[src/logic/oscsel_pkg.sv]
package oscsel_pkg;

	// ----------------------------------------------------------------
	// register offsets and answers
	// ----------------------------------------------------------------
	localparam logic [11:0] SYS_CTRL_OFFSET  = 12'h000;
	localparam logic [11:0] XTAL_CTRL_OFFSET = 12'h004;
	localparam logic [11:0] PIN_CTRL_OFFSET  = 12'h008;
	localparam logic [11:0] STATUS_OFFSET    = 12'h00C;
	localparam logic [1:0]  RESP_OKAY        = 2'h0;
	localparam logic [1:0]  RESP_SLVERR      = 2'h2;

	// ----------------------------------------------------------------
	// field positions
	// ----------------------------------------------------------------
	localparam int unsigned SEL_LSB       = 5;
	localparam int unsigned LOW_SRC_BIT   = 2;
	localparam int unsigned FAST_IDLE_BIT = 1;
	localparam int unsigned SLOW_IDLE_BIT = 0;
	localparam int unsigned QS_BIT        = 2;
	localparam int unsigned READY_BIT     = 1;
	localparam int unsigned EN_BIT        = 0;
	localparam int unsigned PIN_A_BIT     = 0;
	localparam int unsigned PIN_B_BIT     = 1;
	localparam int unsigned ST_LOWSRC_BIT = 3;
	localparam int unsigned ST_RUN_BIT    = 4;
	localparam int unsigned ST_LOCK_BIT   = 5;

	// ----------------------------------------------------------------
	// codes and reset values
	// ----------------------------------------------------------------
	localparam logic [2:0]  SEL_LOW       = 3'h7;
	localparam int unsigned SYS_SRC_COUNT = 8;
	localparam int unsigned DIV_W         = 6;

	typedef struct packed {
		logic [2:0] sel;
		logic       low_src;
		logic       fast_idle;
		logic       slow_idle;
	} oscsel_sys_ctrl_type;

	typedef struct packed {
		logic enable;
		logic quick_start;
	} oscsel_xtal_ctrl_type;

	localparam oscsel_sys_ctrl_type  SYS_CTRL_RESET  = '{sel: 3'h0, low_src: 1'b0, fast_idle: 1'b0, slow_idle: 1'b0};
	localparam oscsel_xtal_ctrl_type XTAL_CTRL_RESET = '{enable: 1'b0, quick_start: 1'b0};
	localparam logic [1:0]           PIN_CTRL_RESET  = 2'h0;

	typedef enum logic [1:0] {XTAL_OFF, XTAL_STARTING, XTAL_READY} oscsel_xtal_state_type;
	typedef enum logic [2:0] {REG_SYS, REG_XTAL, REG_PIN, REG_STAT, REG_NONE} oscsel_reg_type;

endpackage

[src/logic/oscsel_sync.sv]
`timescale 1ns/1ps
`default_nettype none
module oscsel_sync #(
	parameter int unsigned WIDTH = 1
) (
	input  wire logic             aclk,
	input  wire logic             aresetn,
	input  wire logic [WIDTH-1:0] d,
	output logic      [WIDTH-1:0] q
);
	logic [WIDTH-1:0] meta_q;

	always_ff @(posedge aclk) begin
		if (!aresetn) begin
			meta_q <= '0;
			q      <= '0;
		end else begin
			meta_q <= d;
			q      <= meta_q;
		end
	end
endmodule
`default_nettype wire

[src/logic/oscsel_clk_switch.sv]
`timescale 1ns/1ps
`default_nettype none
module oscsel_clk_switch #(
	parameter int unsigned N = 2
) (
	input  wire logic                 aclk,
	input  wire logic                 aresetn,
	input  wire logic [N-1:0]         src,
	input  wire logic [$clog2(N)-1:0] sel,
	output logic                      clk_q,
	output logic [$clog2(N)-1:0]      cur_q
);
	logic swap;

	if (N < 2) begin : g_chk
		$error("oscsel_clk_switch needs at least two sources");
	end

	// ----------------------------------------------------------------
	// switch only while old source, new source and output are low
	// ----------------------------------------------------------------
	assign swap = (sel != cur_q) && !clk_q && !src[cur_q] && !src[sel];

	always_ff @(posedge aclk) begin
		if (!aresetn) begin
			cur_q <= '0;
		end else if (swap) begin
			cur_q <= sel;
		end
	end

	always_ff @(posedge aclk) begin
		if (!aresetn) begin
			clk_q <= 1'b0;
		end else begin
			clk_q <= swap ? 1'b0 : src[cur_q];
		end
	end
endmodule
`default_nettype wire

[src/logic/oscsel_top.sv]
// The AXI4-Lite slave port and the address map were left to the implementer.
`timescale 1ns/1ps
`default_nettype none
module oscsel_top #(
	parameter int unsigned ADDR_W        = 12,
	parameter int unsigned XTAL_QS_EDGES = 1024,
	parameter int unsigned XTAL_LP_EDGES = 8192
) (
	input  wire logic              aclk,
	input  wire logic              aresetn,
	input  wire logic [ADDR_W-1:0] s_axi_awaddr,
	input  wire logic [2:0]        s_axi_awprot,
	input  wire logic              s_axi_awvalid,
	output logic                   s_axi_awready,
	input  wire logic [31:0]       s_axi_wdata,
	input  wire logic [3:0]        s_axi_wstrb,
	input  wire logic              s_axi_wvalid,
	output logic                   s_axi_wready,
	output logic [1:0]             s_axi_bresp,
	output logic                   s_axi_bvalid,
	input  wire logic              s_axi_bready,
	input  wire logic [ADDR_W-1:0] s_axi_araddr,
	input  wire logic [2:0]        s_axi_arprot,
	input  wire logic              s_axi_arvalid,
	output logic                   s_axi_arready,
	output logic [31:0]            s_axi_rdata,
	output logic [1:0]             s_axi_rresp,
	output logic                   s_axi_rvalid,
	input  wire logic              s_axi_rready,
	input  wire logic              fast_internal_rc_osc,
	input  wire logic              slow_crystal_osc,
	input  wire logic              slow_internal_rc_osc,
	input  wire logic              cpu_halted,
	output logic                   sys_clk,
	output logic                   wdt_clk,
	output logic                   timebase_clk,
	output logic                   fast_osc_enable,
	output logic                   crystal_osc_enable,
	output logic                   crystal_quick_start,
	output logic                   crystal_pin_a_sel,
	output logic                   crystal_pin_b_sel
);
	localparam int unsigned XW = $clog2(XTAL_LP_EDGES + 1);

	oscsel_pkg::oscsel_sys_ctrl_type   sys_ctrl_q;
	oscsel_pkg::oscsel_xtal_ctrl_type  xtal_ctrl_q;
	oscsel_pkg::oscsel_xtal_state_type xtal_state_q;
	oscsel_pkg::oscsel_reg_type        wr_reg;
	oscsel_pkg::oscsel_reg_type        rd_reg;
	logic [1:0]                        pin_ctrl_q;
	logic [2:0]                        osc_s;
	logic                              fast_prev_q;
	logic                              xtal_prev_q;
	logic [oscsel_pkg::DIV_W-1:0]      div_cnt_q;
	logic [XW-1:0]                     xtal_cnt_q;
	logic [XW-1:0]                     xtal_target_q;
	logic                              xtal_ready;
	logic                              low_src_eff;
	logic                              mode_locked;
	logic                              low_level;
	logic [7:0]                        sys_src;
	logic                              sys_level;
	logic [2:0]                        sys_cur;
	logic                              low_cur;
	logic                              sys_run_q;
	logic                              tb_run_q;
	logic                              wr_go;
	logic                              wr_fire;
	logic                              rd_go;
	logic [31:0]                       status_word;

	if (XTAL_QS_EDGES == 0 || XTAL_LP_EDGES < XTAL_QS_EDGES || ADDR_W < 4) begin : g_chk
		$error("oscsel_top: start-up counts or address width out of range");
	end

	function automatic oscsel_pkg::oscsel_reg_type reg_decode(input logic [ADDR_W-1:0] addr);
		logic [11:0] a;
		a = 12'(addr);
		if (ADDR_W > 12 && (addr >> 12) != '0) begin
			return oscsel_pkg::REG_NONE;
		end
		unique case (a)
			oscsel_pkg::SYS_CTRL_OFFSET:  return oscsel_pkg::REG_SYS;
			oscsel_pkg::XTAL_CTRL_OFFSET: return oscsel_pkg::REG_XTAL;
			oscsel_pkg::PIN_CTRL_OFFSET:  return oscsel_pkg::REG_PIN;
			oscsel_pkg::STATUS_OFFSET:    return oscsel_pkg::REG_STAT;
			default:                      return oscsel_pkg::REG_NONE;
		endcase
	endfunction

	// ----------------------------------------------------------------
	// oscillator inputs
	// ----------------------------------------------------------------
	// three source inputs
	oscsel_sync #(
		.WIDTH(3)
	) u_osc_sync (
		.aclk   (aclk),
		.aresetn(aresetn),
		.d      ({slow_internal_rc_osc, slow_crystal_osc, fast_internal_rc_osc}),
		.q      (osc_s)
	);

	always_ff @(posedge aclk) begin
		if (!aresetn) begin
			fast_prev_q <= 1'b0;
			xtal_prev_q <= 1'b0;
		end else begin
			fast_prev_q <= osc_s[0];
			xtal_prev_q <= osc_s[1];
		end
	end

	always_ff @(posedge aclk) begin
		if (!aresetn) begin
			div_cnt_q <= 6'h00;
		end else if (osc_s[0] && !fast_prev_q) begin
			div_cnt_q <= div_cnt_q + 6'h01;
		end
	end

	// ----------------------------------------------------------------
	// crystal start-up
	// ----------------------------------------------------------------
	// count crystal edges before use
	always_ff @(posedge aclk) begin
		if (!aresetn) begin
			xtal_state_q  <= oscsel_pkg::XTAL_OFF;
			xtal_cnt_q    <= '0;
			xtal_target_q <= '0;
		end else if (!crystal_osc_enable) begin
			xtal_state_q <= oscsel_pkg::XTAL_OFF;
			xtal_cnt_q   <= '0;
		end else begin
			unique case (xtal_state_q)
				oscsel_pkg::XTAL_OFF: begin
					xtal_target_q <= xtal_ctrl_q.quick_start ? XW'(XTAL_QS_EDGES) : XW'(XTAL_LP_EDGES);
					xtal_state_q  <= oscsel_pkg::XTAL_STARTING;
				end
				oscsel_pkg::XTAL_STARTING: begin
					if (xtal_cnt_q >= xtal_target_q) begin
						xtal_state_q <= oscsel_pkg::XTAL_READY;
					end else if (osc_s[1] && !xtal_prev_q) begin
						xtal_cnt_q <= xtal_cnt_q + XW'(1);
					end
				end
				oscsel_pkg::XTAL_READY: begin
					xtal_state_q <= oscsel_pkg::XTAL_READY;
				end
			endcase
		end
	end

	assign xtal_ready  = (xtal_state_q == oscsel_pkg::XTAL_READY);
	// crystal when bit set and started, else slow RC
	assign low_src_eff = sys_ctrl_q.low_src && xtal_ready;
	// crystal drives system clock: mode frozen
	assign mode_locked = (sys_ctrl_q.sel == oscsel_pkg::SEL_LOW) && low_cur;

	// ----------------------------------------------------------------
	// glitch-free source selection
	// ----------------------------------------------------------------
	// single bit chooses the slow source
	oscsel_clk_switch #(
		.N(2)
	) u_low_switch (
		.aclk   (aclk),
		.aresetn(aresetn),
		.src    ({osc_s[1], osc_s[2]}),
		.sel    (low_src_eff),
		.clk_q  (low_level),
		.cur_q  (low_cur)
	);

	// every select code maps to a live source
	assign sys_src = {low_level, div_cnt_q, osc_s[0]};

	// sources and ratios change only in low phases
	oscsel_clk_switch #(
		.N(oscsel_pkg::SYS_SRC_COUNT)
	) u_sys_switch (
		.aclk   (aclk),
		.aresetn(aresetn),
		.src    (sys_src),
		.sel    (sys_ctrl_q.sel),
		.clk_q  (sys_level),
		.cur_q  (sys_cur)
	);

	// ----------------------------------------------------------------
	// clock outputs and halt gating
	// ----------------------------------------------------------------
	// stop system clock while halted, only in a low phase
	always_ff @(posedge aclk) begin
		if (!aresetn) begin
			sys_run_q <= 1'b1;
			tb_run_q  <= 1'b1;
		end else begin
			if (!sys_level && !sys_clk) begin
				sys_run_q <= !cpu_halted;
			end
			if (!low_level && !timebase_clk) begin
				tb_run_q <= !cpu_halted || sys_ctrl_q.slow_idle;
			end
		end
	end

	always_ff @(posedge aclk) begin
		if (!aresetn) begin
			sys_clk      <= 1'b0;
			wdt_clk      <= 1'b0;
			timebase_clk <= 1'b0;
		end else begin
			sys_clk      <= sys_level && sys_run_q;
			wdt_clk      <= osc_s[2];
			timebase_clk <= low_level && tb_run_q;
		end
	end

	// crystal runs only with both pins given to it
	always_ff @(posedge aclk) begin
		if (!aresetn) begin
			fast_osc_enable     <= 1'b1;
			crystal_osc_enable  <= 1'b0;
			crystal_quick_start <= 1'b0;
			crystal_pin_a_sel   <= 1'b0;
			crystal_pin_b_sel   <= 1'b0;
		end else begin
			fast_osc_enable     <= !cpu_halted || sys_ctrl_q.fast_idle;
			crystal_osc_enable  <= xtal_ctrl_q.enable && pin_ctrl_q[oscsel_pkg::PIN_A_BIT]
				&& pin_ctrl_q[oscsel_pkg::PIN_B_BIT];
			// mode sets drive and start-up edge count, clock used either way
			crystal_quick_start <= xtal_ctrl_q.quick_start;
			crystal_pin_a_sel   <= pin_ctrl_q[oscsel_pkg::PIN_A_BIT];
			crystal_pin_b_sel   <= pin_ctrl_q[oscsel_pkg::PIN_B_BIT];
		end
	end

	// ----------------------------------------------------------------
	// register bus: write
	// ----------------------------------------------------------------
	assign wr_go   = s_axi_awvalid && s_axi_wvalid && !s_axi_awready && !s_axi_bvalid;
	assign wr_fire = s_axi_awready;
	assign wr_reg  = reg_decode(s_axi_awaddr);

	always_ff @(posedge aclk) begin
		if (!aresetn) begin
			s_axi_awready <= 1'b0;
			s_axi_wready  <= 1'b0;
			s_axi_bvalid  <= 1'b0;
			s_axi_bresp   <= oscsel_pkg::RESP_OKAY;
		end else begin
			s_axi_awready <= wr_go;
			s_axi_wready  <= wr_go;
			if (wr_fire) begin
				s_axi_bvalid <= 1'b1;
				s_axi_bresp  <= (wr_reg == oscsel_pkg::REG_NONE) ? oscsel_pkg::RESP_SLVERR : oscsel_pkg::RESP_OKAY;
			end else if (s_axi_bready) begin
				s_axi_bvalid <= 1'b0;
			end
		end
	end

	always_ff @(posedge aclk) begin
		if (!aresetn) begin
			sys_ctrl_q <= oscsel_pkg::SYS_CTRL_RESET;
		end else if (wr_fire && s_axi_wstrb[0] && wr_reg == oscsel_pkg::REG_SYS) begin
			sys_ctrl_q.sel       <= s_axi_wdata[oscsel_pkg::SEL_LSB +: 3];
			sys_ctrl_q.low_src   <= s_axi_wdata[oscsel_pkg::LOW_SRC_BIT];
			sys_ctrl_q.fast_idle <= s_axi_wdata[oscsel_pkg::FAST_IDLE_BIT];
			sys_ctrl_q.slow_idle <= s_axi_wdata[oscsel_pkg::SLOW_IDLE_BIT];
		end
	end

	always_ff @(posedge aclk) begin
		if (!aresetn) begin
			xtal_ctrl_q <= oscsel_pkg::XTAL_CTRL_RESET;
		end else if (wr_fire && s_axi_wstrb[0] && wr_reg == oscsel_pkg::REG_XTAL) begin
			xtal_ctrl_q.enable <= s_axi_wdata[oscsel_pkg::EN_BIT];
			if (!mode_locked) begin
				xtal_ctrl_q.quick_start <= s_axi_wdata[oscsel_pkg::QS_BIT];
			end
		end
	end

	always_ff @(posedge aclk) begin
		if (!aresetn) begin
			pin_ctrl_q <= oscsel_pkg::PIN_CTRL_RESET;
		end else if (wr_fire && s_axi_wstrb[0] && wr_reg == oscsel_pkg::REG_PIN) begin
			pin_ctrl_q <= s_axi_wdata[1:0];
		end
	end

	// ----------------------------------------------------------------
	// register bus: read
	// ----------------------------------------------------------------
	assign rd_go  = s_axi_arvalid && !s_axi_arready && !s_axi_rvalid;
	assign rd_reg = reg_decode(s_axi_araddr);

	always_comb begin
		status_word = 32'h0000_0000;
		status_word[2:0] = sys_cur;
		status_word[oscsel_pkg::ST_LOWSRC_BIT] = low_cur;
		status_word[oscsel_pkg::ST_RUN_BIT] = sys_run_q;
		status_word[oscsel_pkg::ST_LOCK_BIT] = mode_locked;
	end

	always_ff @(posedge aclk) begin
		if (!aresetn) begin
			s_axi_arready <= 1'b0;
			s_axi_rvalid  <= 1'b0;
			s_axi_rdata   <= 32'h0000_0000;
			s_axi_rresp   <= oscsel_pkg::RESP_OKAY;
		end else begin
			s_axi_arready <= rd_go;
			if (s_axi_arready) begin
				s_axi_rvalid <= 1'b1;
				s_axi_rresp  <= oscsel_pkg::RESP_OKAY;
				s_axi_rdata  <= 32'h0000_0000;
				unique case (rd_reg)
					oscsel_pkg::REG_SYS: begin
						s_axi_rdata[oscsel_pkg::SEL_LSB +: 3]       <= sys_ctrl_q.sel;
						s_axi_rdata[oscsel_pkg::LOW_SRC_BIT]       <= sys_ctrl_q.low_src;
						s_axi_rdata[oscsel_pkg::FAST_IDLE_BIT]     <= sys_ctrl_q.fast_idle;
						s_axi_rdata[oscsel_pkg::SLOW_IDLE_BIT]     <= sys_ctrl_q.slow_idle;
					end
					oscsel_pkg::REG_XTAL: begin
						s_axi_rdata[oscsel_pkg::QS_BIT]    <= xtal_ctrl_q.quick_start;
						s_axi_rdata[oscsel_pkg::READY_BIT] <= xtal_ready;
						s_axi_rdata[oscsel_pkg::EN_BIT]    <= xtal_ctrl_q.enable;
					end
					oscsel_pkg::REG_PIN:  s_axi_rdata[1:0] <= pin_ctrl_q;
					oscsel_pkg::REG_STAT: s_axi_rdata <= status_word;
					oscsel_pkg::REG_NONE: s_axi_rresp <= oscsel_pkg::RESP_SLVERR;
				endcase
			end else if (s_axi_rready) begin
				s_axi_rvalid <= 1'b0;
			end
		end
	end
endmodule
`default_nettype wire

[config.mk]
export PLATFORM = sky130hd
export DESIGN_NAME = oscsel_top
export DESIGN_NICKNAME = d
export VERILOG_FILES = /design/src/logic/oscsel_pkg.sv /design/src/logic/oscsel_sync.sv /design/src/logic/oscsel_clk_switch.sv /design/src/logic/oscsel_top.sv
export SDC_FILE = /design/constraint.sdc
export NUM_CORES = 1
export LEC_CHECK = 0
export BUFFER_PORTS_ARGS = -buffer_cell sky130_fd_sc_hd__buf_2
export CAP_MARGIN = 20
export CORE_MARGIN = 1
export CORE_UTILIZATION = 53
export DETAILED_ROUTE_END_ITERATION = 16
export PLACE_DENSITY = 0.95
export REMOVE_ABC_BUFFERS = 1
export SYNTH_ARGS = -nofsm -noshare
export SYNTH_HDL_FRONTEND = slang
export SYNTH_SLANG_ARGS = --single-unit
[constraint.sdc]
create_clock -name aclk -period 2.97 [get_ports aclk]
set_clock_uncertainty 0.1 [all_clocks]
set_input_delay 0.4455 -clock aclk [delete_from_list [all_inputs] [get_ports aclk]]
set_output_delay 0.4455 -clock aclk [all_outputs]
set_load 0.01 [all_outputs]
==> impl_metrics.tcl <==
set metrics [dict create \
    outcome "complete, no violations" \
    overflow 0 \
    drtIter0Drc 267 \
    place.gp.congestion 0.813 \
    die_w_um 82.8 \
    dpl-instance-area_um2 3700 \
    start_util_pct 54.7 \
    ys_top_cells_by_area "dfxtp_1, buf_4, mux2i_1, nand2_1, a21oi_1" \
    syn_area_um2 3460 \
    die_y_um 82.8 \
    powerDensity_nw_per_um2 520 \
    synth-seq-area-share_pct 41.7 \
    required_ns 3.12 \
    synth_compound_area_share_pct 11.5 \
    fin_area_um2 3960 \
    ys.flop_type "dfxtp_1" \
    layout.nets 518 \
    antennaDiodeCount 0 \
    track_usage_pct 22.6 \
    fmax_mhz 438 \
    coreArea_um2 6310 \
    worstPathArrival_ns 2.43 \
    synth_adder_area_share_pct 2.90 \
    hold_violations 0 \
    antenna_found_initial 0 \
    drc 0 \
    route.top_layer_used "met4" \
    slew_viol_final 0 \
    cts_buffer_depth 2 \
    wirelength_mm 7.57 \
    num_rows 29 \
    area_growth_pct 14.4 \
    yosys.cell_types.count 49 \
    pin_count 126 \
    synth_edf_count 0 \
    synth_top_area_share_pct 41.7 \
    max-vdd-ir-drop_mv 0.316 \
    grt_pass1_wl_mm 11.5 \
    vias 2979 \
    yosys_warnings 0 \
    path_max_fanout 8 \
    grt_max_degree 26 \
    syn_inst 376 \
    worstSkewPairLatency_ns 0.36 \
    cts_sinks 72 \
    rsz0062_at_grt "false" \
    worst_pin_slew_ns 0.776 \
    vias_per_cell 5.78 \
    async_reset_ff_share_pct 0 \
    hp-class "input port to register" \
    port_buffers 64 \
    yosys.area.top_type "dfxtp_1" \
    route.met3.wl_um 577 \
    cts-resized-gates 0 \
    wl_met2_mm 3.69 \
    tritoncts "done" \
    met1_length_mm 3.04 \
    power_leakage_uw 0.00170 \
    period_needed_ns 2.29 \
    cts_inserted_buffers 9 \
    grt_pass1_vias 2569 \
    hold_buffers 0 \
    rrSetupSlack_ns 0.68 \
    postCtsSetupBuffers 0 \
    muxShareOfSynthArea_pct 9.09 \
    dr.pass1.iters 5 \
    worst_slack_ns 0.684 \
    cp-end-kind "register" \
    setup_tns_ns 0 \
    dieArea_um2 6850 \
    startpoint_type "register" \
    h-tree-depth 3 \
    place_ws_ns 0.733 \
    hold-worst-slack_ns 0.187 \
    cts_root_buffer "clkbuf_8" \
    path_clk_slew_ns 0.08 \
    layout-drive-gt1-share_pct 22.1 \
    drv_cap 0 \
    yosys_register_bits 72 \
    syn_area_per_cell_um2 9.19 \
    detailed_place_hpwl_mm 5.11 \
    period_share_pct 77.0 \
    slew_headroom_pct 47.6 \
    post_drt_wl_per_cell_um 14.7 \
    criticalPathCategory "register to register" \
    ant_nets 0 \
    setup_violations 0 \
    fin_util_pct 62.6 \
    synth_top_family_by_area "simple AND/OR/NAND/NOR gates" \
    synth-simple-area-share_pct 23.0 \
    synthXorXnorAreaFrac_pct 2.28 \
]
==> power by group <==
part	switching [µW]	leakage (µW)	internal (µW)	total [µW]
sequential	13.2	0.000583	979	992
combinational	60.9	0.000991	42.5	103
clock	378	0.000123	585	963
total	452	0.00170	1610	2060
==> critical path, cell delays in order, from the launching register on <==
cell and delay (ns):
dfxtp_1 0.34, inv_1 0.04, ha_1 0.37, nor2b_1 0.20, a41oi_1 0.67, a31oi_1 0.21, a41o_1 0.24
==> layout by cell type, fill, tap and decap left out, types with 6 or more instances in the layout <==
cell | Yosys | final
a21oi_1 | 21 | 21
a31oi_1 | 6 | 6
and2_1 | 13 | 13
and3_1 | 7 | 7
buf_2 | 1 | 64
clkbuf_8 | 0 | 10
conb_1 | 1 | 26
dfxtp_1 | 72 | 72
ha_1 | 8 | 8
inv_1 | 14 | 14
mux2i_1 | 19 | 19
nand2_1 | 38 | 38
nand2b_1 | 13 | 13
nand3_1 | 9 | 9
nand4_1 | 15 | 15
nor2_1 | 23 | 23
==> registers in the layout (all words and copies together) (netlist names), 2 cells and up <==
name / cells
xtal_cnt_q: 14
s_axi_rdata: 8
div_cnt_q: 6
sys_ctrl_q: 6
u_osc_sync.meta_q: 3
u_osc_sync.q: 3
u_sys_switch.cur_q: 3
pin_ctrl_q: 2
xtal_ctrl_q: 2
xtal_state_q: 2
xtal_target_q: 2
==> per-layer routing <==
layer | global-route usage, % | up-vias
met3 | 6.15 | 34
met1 | 27.4 | 1392
met2 | 36.2 | 162
met5 | 0 | -
li1 | - | 1391
met4 | 12.1 | 0
==> area by class of cell <==
cell class                      instances  area [µm²]
Sequential cell                        72        1440
Clock buffer                           10         138
Inverter                               14        52.6
Timing Repair Buffer                   65         328
Tap cell                               77        96.3
Multi-Input combinational cell        271        1780
Fill cell                             481        2360
Clock inverter                          6         115
==> worst paths after layout <==
| kind | start | cells past startpoint | endpoint |
|---|---|---|---|
| hold / removal | fast_internal_rc_osc | 2 | u_osc_sync.meta_q[0] |
| setup reg to reg | xtal_target_q[13] | 6 | xtal_cnt_q[6] |
| hold reg to reg | u_osc_sync.meta_q[2] | 1 | u_osc_sync.q[2] |
| setup / recovery | xtal_target_q[13] | 6 | xtal_cnt_q[6] |
==> synthesized netlist by cell type, types with 5 or more instances <==
| cell | count |
|---|---|
| mux2i_1 | 19 |
| clkbuf_1 | 15 |
| dfxtp_1 | 72 |
| and2_1 | 13 |
| a31oi_1 | 6 |
| and3_1 | 7 |
| buf_4 | 28 |
| a41o_1 | 5 |
| inv_1 | 14 |
| nor2_1 | 23 |
| xnor2_1 | 5 |
| nand2b_1 | 13 |
| ha_1 | 8 |
| o21ai_0 | 5 |
| nand3_1 | 9 |
| nor2b_1 | 5 |
| nand2_1 | 38 |
| nand4_1 | 15 |
| a21oi_1 | 21 |
==> per-stage QoR <==
step	instances	power, µW
2_1_floorplan	357	1060
3_3_place_gp	499	1110
3_5_place_dp	499	1110
4_1_cts	515	2070
5_1_grt	515	2130
6_report	515	2060
==> cell families after synthesis <==
family,Yosys count
flops,72
other cells,1
compound gates,56
fa+ha+maj,8
buf+inv,58
simple gates,146
mux,26
xor+xnor,9
No activity file was read; power rests on OpenSTA's default activity.
